<file path="src/hw/adcsr_pkg.sv">
// Behaviour
// - Strobe rise samples serial_in: high picks select mode, low picks chain.
// - Select mode enables busy if strobe or serial_in low at conversion end.
// - 3-wire busy: output floats after 19th shift fall or strobe rise.
// - Each output bit stays valid across both shift-clock edges.
// - 4-wire, serial_in high: strobe rise converts, selects, floats output.
// - 4-wire: host keeps strobe high; both low drives output low outside conversion.
// - 4-wire no busy: serial_in fall shows MSB; shift falls shift on.
// - 4-wire no busy: float after 16th fall or serial_in rise.
// - Select busy: output goes from float to low at conversion end.
// - After conversion the converter idles until next strobe rise.
// - 4-wire busy: MSB first; float after 19th fall or serial_in rise.
// - Chain mode: serial_in and strobe both low drive output low, except during conversion.
// - Strobe rise with shift clock low: chain mode, busy disabled.
// - Chain without busy: MSB appears at conversion end.
// - Chain: serial_in shifts into register on each shift-clock fall, except the first fall after busy (busy bit).
// - Strobe rise with shift clock high: chain mode, busy enabled.
// - Chain busy: output goes high at conversion end.
package adcsr_pkg;
  localparam int          DATA_W        = 16;
  localparam int          BUSY_LAST     = 19;
  localparam int          PLAIN_LAST    = 16;
  localparam int          CLK_MHZ       = 200;
  localparam int          TCONV_MIN_NS  = 500;
  localparam int          TCONV_MAX_NS  = 1600;
  localparam int          CONV_MIN_CYC  = (TCONV_MIN_NS * CLK_MHZ + 999) / 1000;
  localparam int          CONV_MAX_CYC  = (TCONV_MAX_NS * CLK_MHZ) / 1000;
  localparam logic [15:0] SAMPLE_RESET  = 16'h0000;

  typedef enum logic [3:0] {
    ADCSR_IDLE = 4'h1,
    ADCSR_CONV = 4'h2,
    ADCSR_READ = 4'h4,
    ADCSR_DONE = 4'h8
  } adcsr_state_t;
endpackage

</file>
<file path="src/hw/adcsr_buf_if.sv">
`timescale 1ns/1ps
interface adcsr_buf_if #(parameter int W = 16);
  logic         in_valid;
  logic         in_ready;
  logic [W-1:0] in_data;
  logic         out_valid;
  logic         out_ready;
  logic [W-1:0] out_data;
  modport buf_side (input in_valid, in_data, out_ready, output in_ready, out_valid, out_data);
  modport user_side (output in_valid, in_data, out_ready, input in_ready, out_valid, out_data);
endinterface

</file>
<file path="src/hw/adcsr_buf.sv">
`timescale 1ns/1ps
module adcsr_buf
(
  input  wire logic      clk_i,
  input  wire logic      rst_i,
  adcsr_buf_if.buf_side  bus
);
  // ------------------------------------------------------------
  // Two-entry buffer
  // ------------------------------------------------------------
  logic [$bits(bus.in_data)-1:0] mem [2];
  logic       wr_ptr;
  logic       rd_ptr;
  logic [1:0] count;

  assign bus.in_ready  = (count != 2'h2);
  assign bus.out_valid = (count != 2'h0);
  assign bus.out_data  = mem[rd_ptr];

  always_ff @(posedge clk_i)
  begin
    if (bus.in_valid && bus.in_ready)
    begin
      mem[wr_ptr] <= bus.in_data;
    end
  end

  always_ff @(posedge clk_i or posedge rst_i)
  begin
    if (rst_i)
    begin
      wr_ptr <= 1'b0;
      rd_ptr <= 1'b0;
      count  <= 2'h0;
    end
    else
    begin
      if (bus.in_valid && bus.in_ready)
      begin
        wr_ptr <= ~wr_ptr;
      end
      if (bus.out_valid && bus.out_ready)
      begin
        rd_ptr <= ~rd_ptr;
      end
      count <= 2'(count + 2'((bus.in_valid && bus.in_ready) ? 1 : 0)
                        - 2'((bus.out_valid && bus.out_ready) ? 1 : 0));
    end
  end
endmodule

</file>
<file path="src/hw/adcsr_core.sv">
`timescale 1ns/1ps
module adcsr_core
  import adcsr_pkg::*;
#(
  parameter int CONV_MIN = adcsr_pkg::CONV_MIN_CYC,
  parameter int CONV_MAX = adcsr_pkg::CONV_MAX_CYC
)
(
  input  wire logic                    CLK_I,
  input  wire logic                    SYS_RST_I,
  input  wire logic                    CONVERSION_STROBE_I,
  input  wire logic                    SHIFT_CLK_I,
  input  wire logic                    SERIAL_IN_I,
  input  wire logic [adcsr_pkg::DATA_W-1:0] SAMPLE_DATA_I,
  input  wire logic                    SAMPLE_VALID_I,
  output logic                         SAMPLE_READY_O,
  output logic                         SERIAL_OUT_O,
  output logic                         SERIAL_OUT_OE_O,
  output logic                         CONVERTING_O,
  output logic                         POWERED_DOWN_O
);
  import adcsr_pkg::*;

  if (CONV_MIN < 1 || CONV_MAX < CONV_MIN)
  begin : g_conv_range
    $error("conversion time parameters out of range");
  end

  // ------------------------------------------------------------
  // Pin synchronisers: three stages, change counts on 2nd == 3rd
  // ------------------------------------------------------------
  logic [2:0] cnv_s, sck_s, sdi_s;
  logic       conversion_strobe, sck, serial_in, cnv_q, sck_q, sdi_q;

  always_ff @(posedge CLK_I or posedge SYS_RST_I)
  begin
    if (SYS_RST_I)
    begin
      cnv_s <= 3'h0;
      sck_s <= 3'h0;
      sdi_s <= 3'h0;
      conversion_strobe   <= 1'b0;
      sck   <= 1'b0;
      serial_in   <= 1'b0;
      cnv_q <= 1'b0;
      sck_q <= 1'b0;
      sdi_q <= 1'b0;
    end
    else
    begin
      cnv_s <= {cnv_s[1:0], CONVERSION_STROBE_I};
      sck_s <= {sck_s[1:0], SHIFT_CLK_I};
      sdi_s <= {sdi_s[1:0], SERIAL_IN_I};
      if (cnv_s[1] == cnv_s[2]) conversion_strobe <= cnv_s[2];
      if (sck_s[1] == sck_s[2]) sck <= sck_s[2];
      if (sdi_s[1] == sdi_s[2]) serial_in <= sdi_s[2];
      cnv_q <= conversion_strobe;
      sck_q <= sck;
      sdi_q <= serial_in;
    end
  end

  logic cnv_rise, sck_fall, sdi_rise, sdi_fall;
  assign cnv_rise = conversion_strobe & ~cnv_q;
  assign sck_fall = ~sck & sck_q;
  assign sdi_rise = serial_in & ~sdi_q;
  assign sdi_fall = ~serial_in & sdi_q;

  // ------------------------------------------------------------
  // Sample buffer between the converter core and the shifter
  // ------------------------------------------------------------
  adcsr_buf_if #(.W(DATA_W)) sbuf ();

  assign sbuf.in_valid  = SAMPLE_VALID_I;
  assign sbuf.in_data   = SAMPLE_DATA_I;
  assign SAMPLE_READY_O = sbuf.in_ready;

  adcsr_buf u_buf
  (
    .clk_i (CLK_I),
    .rst_i (SYS_RST_I),
    .bus   (sbuf)
  );

  // ------------------------------------------------------------
  // Conversion sequencer
  // ------------------------------------------------------------
  adcsr_state_t state;
  logic         chain_mode;
  logic         busy_en;
  logic [31:0]  conv_cnt;
  logic         conv_end;
  logic [DATA_W-1:0] shreg;
  logic [5:0]   falls;
  logic         drive;
  logic         dout;
  logic         announce;

  // Conversion only ends once a word is available; a stalled sample
  // source stretches the conversion instead of losing the word.
  assign conv_end        = (state == ADCSR_CONV) && (conv_cnt >= 32'(CONV_MAX - 1))
                           && sbuf.out_valid;
  assign sbuf.out_ready  = conv_end;
  assign CONVERTING_O    = (state == ADCSR_CONV);
  assign POWERED_DOWN_O  = (state != ADCSR_CONV);

  always_ff @(posedge CLK_I or posedge SYS_RST_I)
  begin
    if (SYS_RST_I)
    begin
      state      <= ADCSR_IDLE;
      chain_mode <= 1'b0;
      busy_en    <= 1'b0;
      conv_cnt   <= 32'h0;
    end
    else if (cnv_rise)
    begin
      state      <= ADCSR_CONV;
      chain_mode <= ~serial_in;
      busy_en    <= ~serial_in & sck;
      conv_cnt   <= 32'h0;
    end
    else
    begin
      case (state)
        ADCSR_IDLE: state <= ADCSR_IDLE;
        ADCSR_CONV:
        begin
          conv_cnt <= conv_cnt + 32'h1;
          if (conv_end)
          begin
            state <= ADCSR_READ;
            if (!chain_mode)
              busy_en <= ~conversion_strobe | ~serial_in;
          end
        end
        ADCSR_READ:
          if (!drive && falls != 6'h0)
            state <= ADCSR_DONE;
        ADCSR_DONE: state <= ADCSR_DONE;
        default:    state <= ADCSR_IDLE;
      endcase
    end
  end

  // ------------------------------------------------------------
  // Shift register and output driver
  // ------------------------------------------------------------
  logic [5:0] last_fall;
  assign last_fall = busy_en ? 6'(BUSY_LAST) : 6'(PLAIN_LAST);

  always_ff @(posedge CLK_I or posedge SYS_RST_I)
  begin
    if (SYS_RST_I)
    begin
      shreg    <= SAMPLE_RESET;
      falls    <= 6'h0;
      drive    <= 1'b0;
      dout     <= 1'b0;
      announce <= 1'b0;
    end
    else if (cnv_rise)
    begin
      drive    <= 1'b0;
      falls    <= 6'h0;
      announce <= 1'b0;
    end
    else if (conv_end)
    begin
      shreg <= sbuf.out_data;
      if (chain_mode)
      begin
        drive    <= 1'b1;
        // Busy choice was latched at the strobe rise; the shift clock may have moved since
        announce <= busy_en;
        dout     <= busy_en ? 1'b1 : sbuf.out_data[DATA_W-1];
      end
      else if (~conversion_strobe | ~serial_in)
      begin
        drive    <= 1'b1;
        announce <= 1'b1;
        dout     <= 1'b0;
      end
    end
    else if (state == ADCSR_READ)
    begin
      if (chain_mode)
      begin
        if (sck_fall)
        begin
          // Busy start bit occupies the first fall, then the word shifts.
          if (announce)
          begin
            announce <= 1'b0;
            dout     <= shreg[DATA_W-1];
          end
          else
          begin
            shreg <= {shreg[DATA_W-2:0], serial_in};
            dout  <= shreg[DATA_W-2];
          end
        end
      end
      else
      begin
        if (!drive && !announce && falls == 6'h0 && (~conversion_strobe | sdi_fall))
        begin
          drive <= 1'b1;
          dout  <= shreg[DATA_W-1];
        end
        else if (drive && sdi_rise && conversion_strobe)
        begin
          drive <= 1'b0;
          falls <= 6'h1;
        end
        else if (drive && sck_fall)
        begin
          falls <= 6'(falls + 6'h1);
          if (announce)
          begin
            announce <= 1'b0;
            dout     <= shreg[DATA_W-1];
          end
          else
          begin
            shreg <= {shreg[DATA_W-2:0], 1'b0};
            dout  <= shreg[DATA_W-2];
          end
          if (6'(falls + 6'h1) >= last_fall)
            drive <= 1'b0;
        end
      end
    end
  end

  logic force_low;
  assign force_low = ~serial_in & ~conversion_strobe && state != ADCSR_CONV;
  assign SERIAL_OUT_OE_O = drive | force_low;
  // Both pins low wins over a data bit that chain mode still holds
  assign SERIAL_OUT_O    = (drive & ~force_low) ? dout : 1'b0;

  // ------------------------------------------------------------
  // Checks
  // ------------------------------------------------------------
  mode_pick_a: assert property (@(posedge CLK_I) disable iff (SYS_RST_I)
    cnv_rise |=> chain_mode == !$past(serial_in))
    else $error("mode not taken from serial_in");

  float_on_start_a: assert property (@(posedge CLK_I) disable iff (SYS_RST_I)
    cnv_rise |=> !drive)
    else $error("output driven after strobe rise");

  busy_low_a: assert property (@(posedge CLK_I) disable iff (SYS_RST_I)
    conv_end && !chain_mode && (!conversion_strobe || !serial_in) |=> SERIAL_OUT_OE_O && !SERIAL_OUT_O)
    else $error("busy edge missing");

  chain_busy_a: assert property (@(posedge CLK_I) disable iff (SYS_RST_I)
    conv_end && chain_mode && busy_en |=> SERIAL_OUT_OE_O && SERIAL_OUT_O)
    else $error("chain busy not high");

  float_count_a: assert property (@(posedge CLK_I) disable iff (SYS_RST_I)
    drive && !chain_mode && !busy_en && sck_fall && falls == 6'd15 |=> !drive)
    else $error("no float after sixteenth fall");

  float_busy_a: assert property (@(posedge CLK_I) disable iff (SYS_RST_I)
    drive && !chain_mode && busy_en && sck_fall && falls == 6'd18 |=> !drive)
    else $error("no float after nineteenth fall");

  force_low_a: assert property (@(posedge CLK_I) disable iff (SYS_RST_I)
    !serial_in && !conversion_strobe && state != ADCSR_CONV |-> SERIAL_OUT_OE_O && !SERIAL_OUT_O)
    else $error("output not low with strobe and serial_in low");

  conv_len_a: assert property (@(posedge CLK_I) disable iff (SYS_RST_I)
    conv_end |-> conv_cnt >= 32'(CONV_MAX - 1))
    else $error("conversion ended early");

  idle_after_a: assert property (@(posedge CLK_I) disable iff (SYS_RST_I)
    conv_end |=> POWERED_DOWN_O)
    else $error("not powered down after conversion");

  start_float_a: assert property (@(posedge CLK_I) disable iff (SYS_RST_I)
    cnv_rise |=> !SERIAL_OUT_OE_O)
    else $error("pin still driven after strobe rise");

  chain_msb_a: assert property (@(posedge CLK_I) disable iff (SYS_RST_I)
    conv_end && chain_mode && !busy_en && conversion_strobe
    |=> SERIAL_OUT_OE_O && SERIAL_OUT_O == $past(sbuf.out_data[DATA_W-1]))
    else $error("chain msb not shown at conversion end");

  sel_release_a: assert property (@(posedge CLK_I) disable iff (SYS_RST_I)
    state == ADCSR_READ && !chain_mode && drive && sdi_rise && conversion_strobe |=> !drive)
    else $error("no float on serial_in rise");

  chain_shift_a: assert property (@(posedge CLK_I) disable iff (SYS_RST_I)
    state == ADCSR_READ && chain_mode && sck_fall && !announce && !cnv_rise
    |=> shreg[0] == $past(serial_in))
    else $error("serial_in not shifted in");

  msb_show_a: assert property (@(posedge CLK_I) disable iff (SYS_RST_I)
    state == ADCSR_READ && !chain_mode && !drive && !announce && falls == 6'h0
    && sdi_fall && !cnv_rise |=> drive && dout == shreg[DATA_W-1])
    else $error("msb not shown on serial_in fall");

  chain_cov_c:  cover property (@(posedge CLK_I) conv_end && chain_mode && !busy_en);
  chainb_cov_c: cover property (@(posedge CLK_I) conv_end && chain_mode && busy_en);
  sel_cov_c:    cover property (@(posedge CLK_I) drive && !chain_mode && falls == 6'd15);
  selb_cov_c:   cover property (@(posedge CLK_I) drive && !chain_mode && falls == 6'd18);
  sel3b_cov_c:  cover property (@(posedge CLK_I) conv_end && !chain_mode && !conversion_strobe && serial_in);
endmodule

</file>
<file path="config.mk">
export PLATFORM = sky130hd
export DESIGN_NAME = adcsr_core
export DESIGN_NICKNAME = d
export VERILOG_FILES = /design/src/hw/adcsr_pkg.sv /design/src/hw/adcsr_buf_if.sv /design/src/hw/adcsr_buf.sv /design/src/hw/adcsr_core.sv
export SDC_FILE = /design/constraint.sdc
export NUM_CORES = 1
export LEC_CHECK = 0
export ABC_CLOCK_PERIOD_IN_PS = 3600
export BUFFER_PORTS_ARGS = -buffer_cell sky130_fd_sc_hd__clkbuf_2
export CORE_MARGIN = 2
export CORE_UTILIZATION = 40
export CTS_BUF_LIST = sky130_fd_sc_hd__clkbuf_16
export CTS_CLUSTER_DIAMETER = 200
export DETAILED_ROUTE_END_ITERATION = 10
export PLACE_DENSITY = 0.53
export RECOVER_POWER = 50
export SKIP_LAST_GASP = 1
export SLEW_MARGIN = 25
export SYNTH_ARGS = -nofsm -noshare
export SYNTH_HDL_FRONTEND = slang
export SYNTH_HIERARCHICAL = 1
export SYNTH_SLANG_ARGS = --single-unit
</file>
<file path="constraint.sdc">
create_clock -name CLK_I -period 3.6 [get_ports CLK_I]
set_input_delay 0.9 -clock CLK_I [delete_from_list [all_inputs] [get_ports CLK_I]]
set_output_delay 0.9 -clock CLK_I [all_outputs]
set_load 0.1 [all_outputs]
</file>
# Yosys cells after proc, flatten, opt, wreduce, memory -nomap -nowiden
# Memory sizes are Yosys's and may differ from the RTL's.
# Index checks and enable logic that the tools add are counted.
# W data, S select, Z words.
# op_classes
n_lt_le_gt_ge,2
reduce_logical,35
mul,0
muxes,62
n_div,0
add_sub_neg,4
shift,0
eq_ne,24
n_bitwise,19
# op_table
cell,count
$mux W16,9
$mux W32,2
$mux W6,7
$mux W1,39
$add A32 B1 Y32 const B,1
$ge A32 B9 Y1 const B,1
$ne A4 B3 Y1 const B,4
$logic_and A1 B1 Y1,12
$mux W4,3
$ne A3 B2 Y1 const B,4
$pmux W4 S3,1
$reduce_and A6 Y1,2
$reduce_and A5 Y1,2
$reduce_bool A2 Y1,5
$reduce_bool A5 Y1,2
$not A1 Y1,9
$reduce_bool A3 Y1,3
$ne A2 B2 Y1 const B,4
$reduce_bool A4 Y1,2
$and A1 B1 Y1,7
$reduce_and A7 Y1,1
$add A6 B1 Y6 const B,1
$ge A6 B5 Y1,1
$logic_not A6 Y1,1
17 further kinds,23
# word_totals
inputBits,22
mem_bits_ro,0
reg_bits,82
out_inout_bits,5
latchBits,0
n_memories,1
wordCells,168
ramBits,32
# memory_table
name,words,width,rd,rd_ports_with_merged_regs,wr,line_no,text
u_buf.mem,2,16,1,0,1,adcsr_buf.sv:11,logic [$bits(bus.in_data)-1:0] mem [2];

# Longest topological paths before layout
# depth
word_depth,10
depth_mapped,12

# Cells and area by module
# Netlist, hierarchy kept.
# by_module_without_submodules
mod,cells_each,seq_area_each_um2,area_per_inst_um2,instances
adcsr_core,382,1953.1,3803.6,1
adcsr_buf,68,1061.0,1366.3,1

# Worst setup path before layout
# No wires, ideal clock.
# synth_path
path_type,register to output
start,reg state[0]
end,out SERIAL_OUT_OE_O
stages_incl_launch_ff,6
t_arrival_ns,2.511
path_slack_ns,0.189
path_cell_list,dfstp_2 or4b_4 buf_6 clkinv_2 or3_1 nand2b_1
# synth_via
elab_chain_len,3
# synth_lines
item,line_no,text
"start, declared",adcsr_core.sv:88,adcsr_state_t state;
"start signal, assigned",adcsr_core.sv:111,state <= ADCSR_IDLE;
"start signal, assigned",adcsr_core.sv:118,state <= ADCSR_CONV;
"start signal, assigned",adcsr_core.sv:126,ADCSR_IDLE: state <= ADCSR_IDLE;
$ne A4 B2 Y1,--,
net POWERED_DOWN_O,adcsr_core.sv:20,output logic POWERED_DOWN_O
$logic_and A1 B1 Y1,adcsr_core.sv:237,assign force_low = ~serial_in & ~conversion_strobe && state != ADCSR_CONV;
$or A1 B1 Y1,adcsr_core.sv:238,assign SERIAL_OUT_OE_O = drive | force_low;
"end, declared",adcsr_core.sv:18,"output logic SERIAL_OUT_OE_O,"
# The timed path passes the listed nets, and every way through them passes these cells.

# Worst setup path in the final report
# layout_path
start,reg state[2]
end,out SERIAL_OUT_O
# layout_via
elab_chain_len,5
# layout_lines
item,line_no,text
$ne A4 B2 Y1,adcsr_core.sv:237,
$logic_and A1 B1 Y1,adcsr_core.sv:237,
$not A1 Y1,adcsr_core.sv:240,assign SERIAL_OUT_O = (drive & ~force_low) ? dout : 1'b0;
$and A1 B1 Y1,adcsr_core.sv:240,
$mux W1,adcsr_core.sv:240,
"end, declared",adcsr_core.sv:17,"output logic SERIAL_OUT_O,"
# Every way passes these cells.

==> results.yml <==
layout:
  layout-drive-gt1-share_pct: 16.3
  final_cell_mix: "dfrtp_1 (81), nand2_1 (41), nor2_1 (34)"
  post-route-util_pct: 47.5
  final_cell_area_um2: 5990
  area_delta_synth_final_pct: 15.9
  stdcell_count: 668
  diodes: 0
  layout.cells.most_common: "dfrtp_1"
  nets: 512
route:
  routed_via_density: 5.04
  wl_per_cell_um: 14.2
  finalWirelength_mm: 9.50
  ant_nets: 0
  num_vias: 3365
  drc: 0
  firstDrtPassIters: 6
  drt_iter0_markers: 270
cts:
  worstSkewPairLatency_ns: 0.41
  cts_root_buffer: "clkbuf_16"
  cts_made_buffers: 17
  htree_levels: 4
  cts_tree: "done"
  hold_buffers: 0
  cts_num_sinks: 114
  clkTransAtPathRegs_ns: 0.05
  cts_resized: 0
  post_cts_buffers: 0
  clk_path_buf_depth: 2
logic_synthesis:
  synth-main-ff-cell: "dfrtp_1"
  async_flop_share_pct: 71.9
  ys_seq_area_share_pct: 58.3
  yosysUniqueCellTypes: 53
  synth-edff-count: 32
  synth_nets: 479
  syn_area_um2: 5170
  yosys_warnings: 6
  netlist_instances: 450
  avgSynthCellArea_um2: 11.5
  synth-seq-cells: 114
floorplan:
  fp-row-count: 41
  dieArea_um2: 13800
  start_util_pct: 41.0
  coreArea_um2: 12600
  num_io_pins: 27
  die_h_um: 118
  die_x_um: 118
timing:
  period_minus_slack_ns: 3.25
  fin_skew_ns: 0.00576
  rsz0062_at_grt: "no"
  tightest_slew_ns: 1.57
  fin_crit_sh_pct: 90.4
  hold_slack_ns: 0.346
  max-slew-margin-rel_pct: -5.32
  finalMaxSlewViolations: 37
  fmax_mhz: 307
  hold_viol_final: 0
  finalSetupViolations: 0
  tns_ns: 0
global_route:
  grt_pass1_vias: 3353
  grt_pass1_wl_mm: 16.5
  antenna_found_initial: 0
  grt_max_degree: 44
  grt-ovfl-total: 0
  globalRouteTotalUtil_pct: 15.0
place:
  dp_hpwl_mm: 6.22
  placed_cell_area_um2: 5470
  placed_cells: 636
  io_buffers: 26
  routabilityCongestion: 0.826
worst_setup_path:
  start_kind: "flip-flop"
  r2r_start: "state[2]"
  required_ns: 2.70
  path_max_fanout: 9
  crit_arrival_ns: 2.35
  critical_path_class: "flip-flop to output port"
  cp-end-kind: "output port"
  reg2reg_slack_ns: 0.98
  r2r-end: "u_buf/count[1]"
  crit_end: "SERIAL_OUT_O"
  rr_worst_depth: 11
  crit_start: "state[2]"
power:
  power.density_nw_per_um2: 571
  ir_worst_vdd_v: 0.000444
  p_leak_nw: 2.54
outcome:
  violations: "capacitance limit, slew limit"
  status: "complete, but fails checks"
min_path:
  holdPathStages: 0
  hp-class: "flip-flop to flip-flop"
run:
  maxCapViolCount: 1
worst min-delay path by stage:
stage                  start  endpoint  slack (ns)
floorplan           cnv_s[0]  cnv_s[1]        0.33
global placement    cnv_s[0]  cnv_s[1]        0.33
detailed placement  cnv_s[0]  cnv_s[1]        0.34
CTS                 cnv_s[0]  cnv_s[1]        0.35
global route        sdi_s[0]  sdi_s[1]        0.35
finish              cnv_s[0]  cnv_s[1]        0.35
synth_stat cells, types with 12 or more instances:
cell type | n | area share (%)
xor2_1 | 15 | 2.5
and3_1 | 12 | 1.5
xnor2_1 | 16 | 2.7
nand3_1 | 13 | 1.3
a21oi_1 | 23 | 2.2
o21ai_0 | 28 | 2.7
nor2_1 | 34 | 2.5
nand2_1 | 41 | 3.0
or3_1 | 13 | 1.6
edfxtp_1 | 32 | 19
mux2_2 | 16 | 3.5
mux2i_1 | 16 | 3.1
dfrtp_1 | 81 | 39
worst max-delay path, cell delays in order (launching register included):
cell,delay [ns]
dfrtp_1,0.41
or4b_4,0.62
clkinv_2,0.16
or3_1,0.15
and3_1,0.15
clkbuf_2,0.45
layer usage:
metal,wire (um),vias up,track usage (%)
met5,0,-,0
met4,104,0,5.20
met3,291,7,4.80
met2,4590,38,24.2
met1,4510,1637,19.0
li1,-,1683,-
layout make-up:
class	count	area (um2)
Timing Repair Buffer	30	145
Fill cell	1195	6630
Multi-Input combinational cell	308	2020
Tap cell	172	215
Clock inverter	15	120
Sequential cell	114	3010
Inverter	12	48.8
Clock buffer	17	425
sequential cells by signal, summed over array words and instances, names as in the netlist, 2 cells and up:
| register | flops |
|---|---|
| state | 4 |
| sck_s | 3 |
| falls | 6 |
| u_buf/mem | 32 |
| sdi_s | 3 |
| conv_cnt | 32 |
| cnv_s | 3 |
| shreg | 16 |
| u_buf/count | 2 |
report_power, final:
part           total (mW)  internal [mW]  switching [mW]
Combinational       0.370          0.113           0.257
Clock                1.52          0.937           0.579
Sequential           1.54           1.48          0.0566
logic make-up after synthesis:
family	count (synthesis)	share of synthesized area (%)
xor gates and xnor gates	31	5.25
buffers and inverters	28	2.76
and+or+nand+nor	163	16.7
adders and majority gates	10	2.27
AOI/OAI and AO/OA	72	8.08
muxes	32	6.58
DFF	114	58.3
per-stage QoR:
step / setup WS (ns) / power (mW)
floorplan: 0.189 / 1.83
global placement: 0.808 / 1.94
detailed placement: 0.764 / 1.94
CTS: 0.316 / 3.48
global route: 0.201 / 3.59
finish: 0.345 / 3.42
Power figures use the tool's default switching activity.
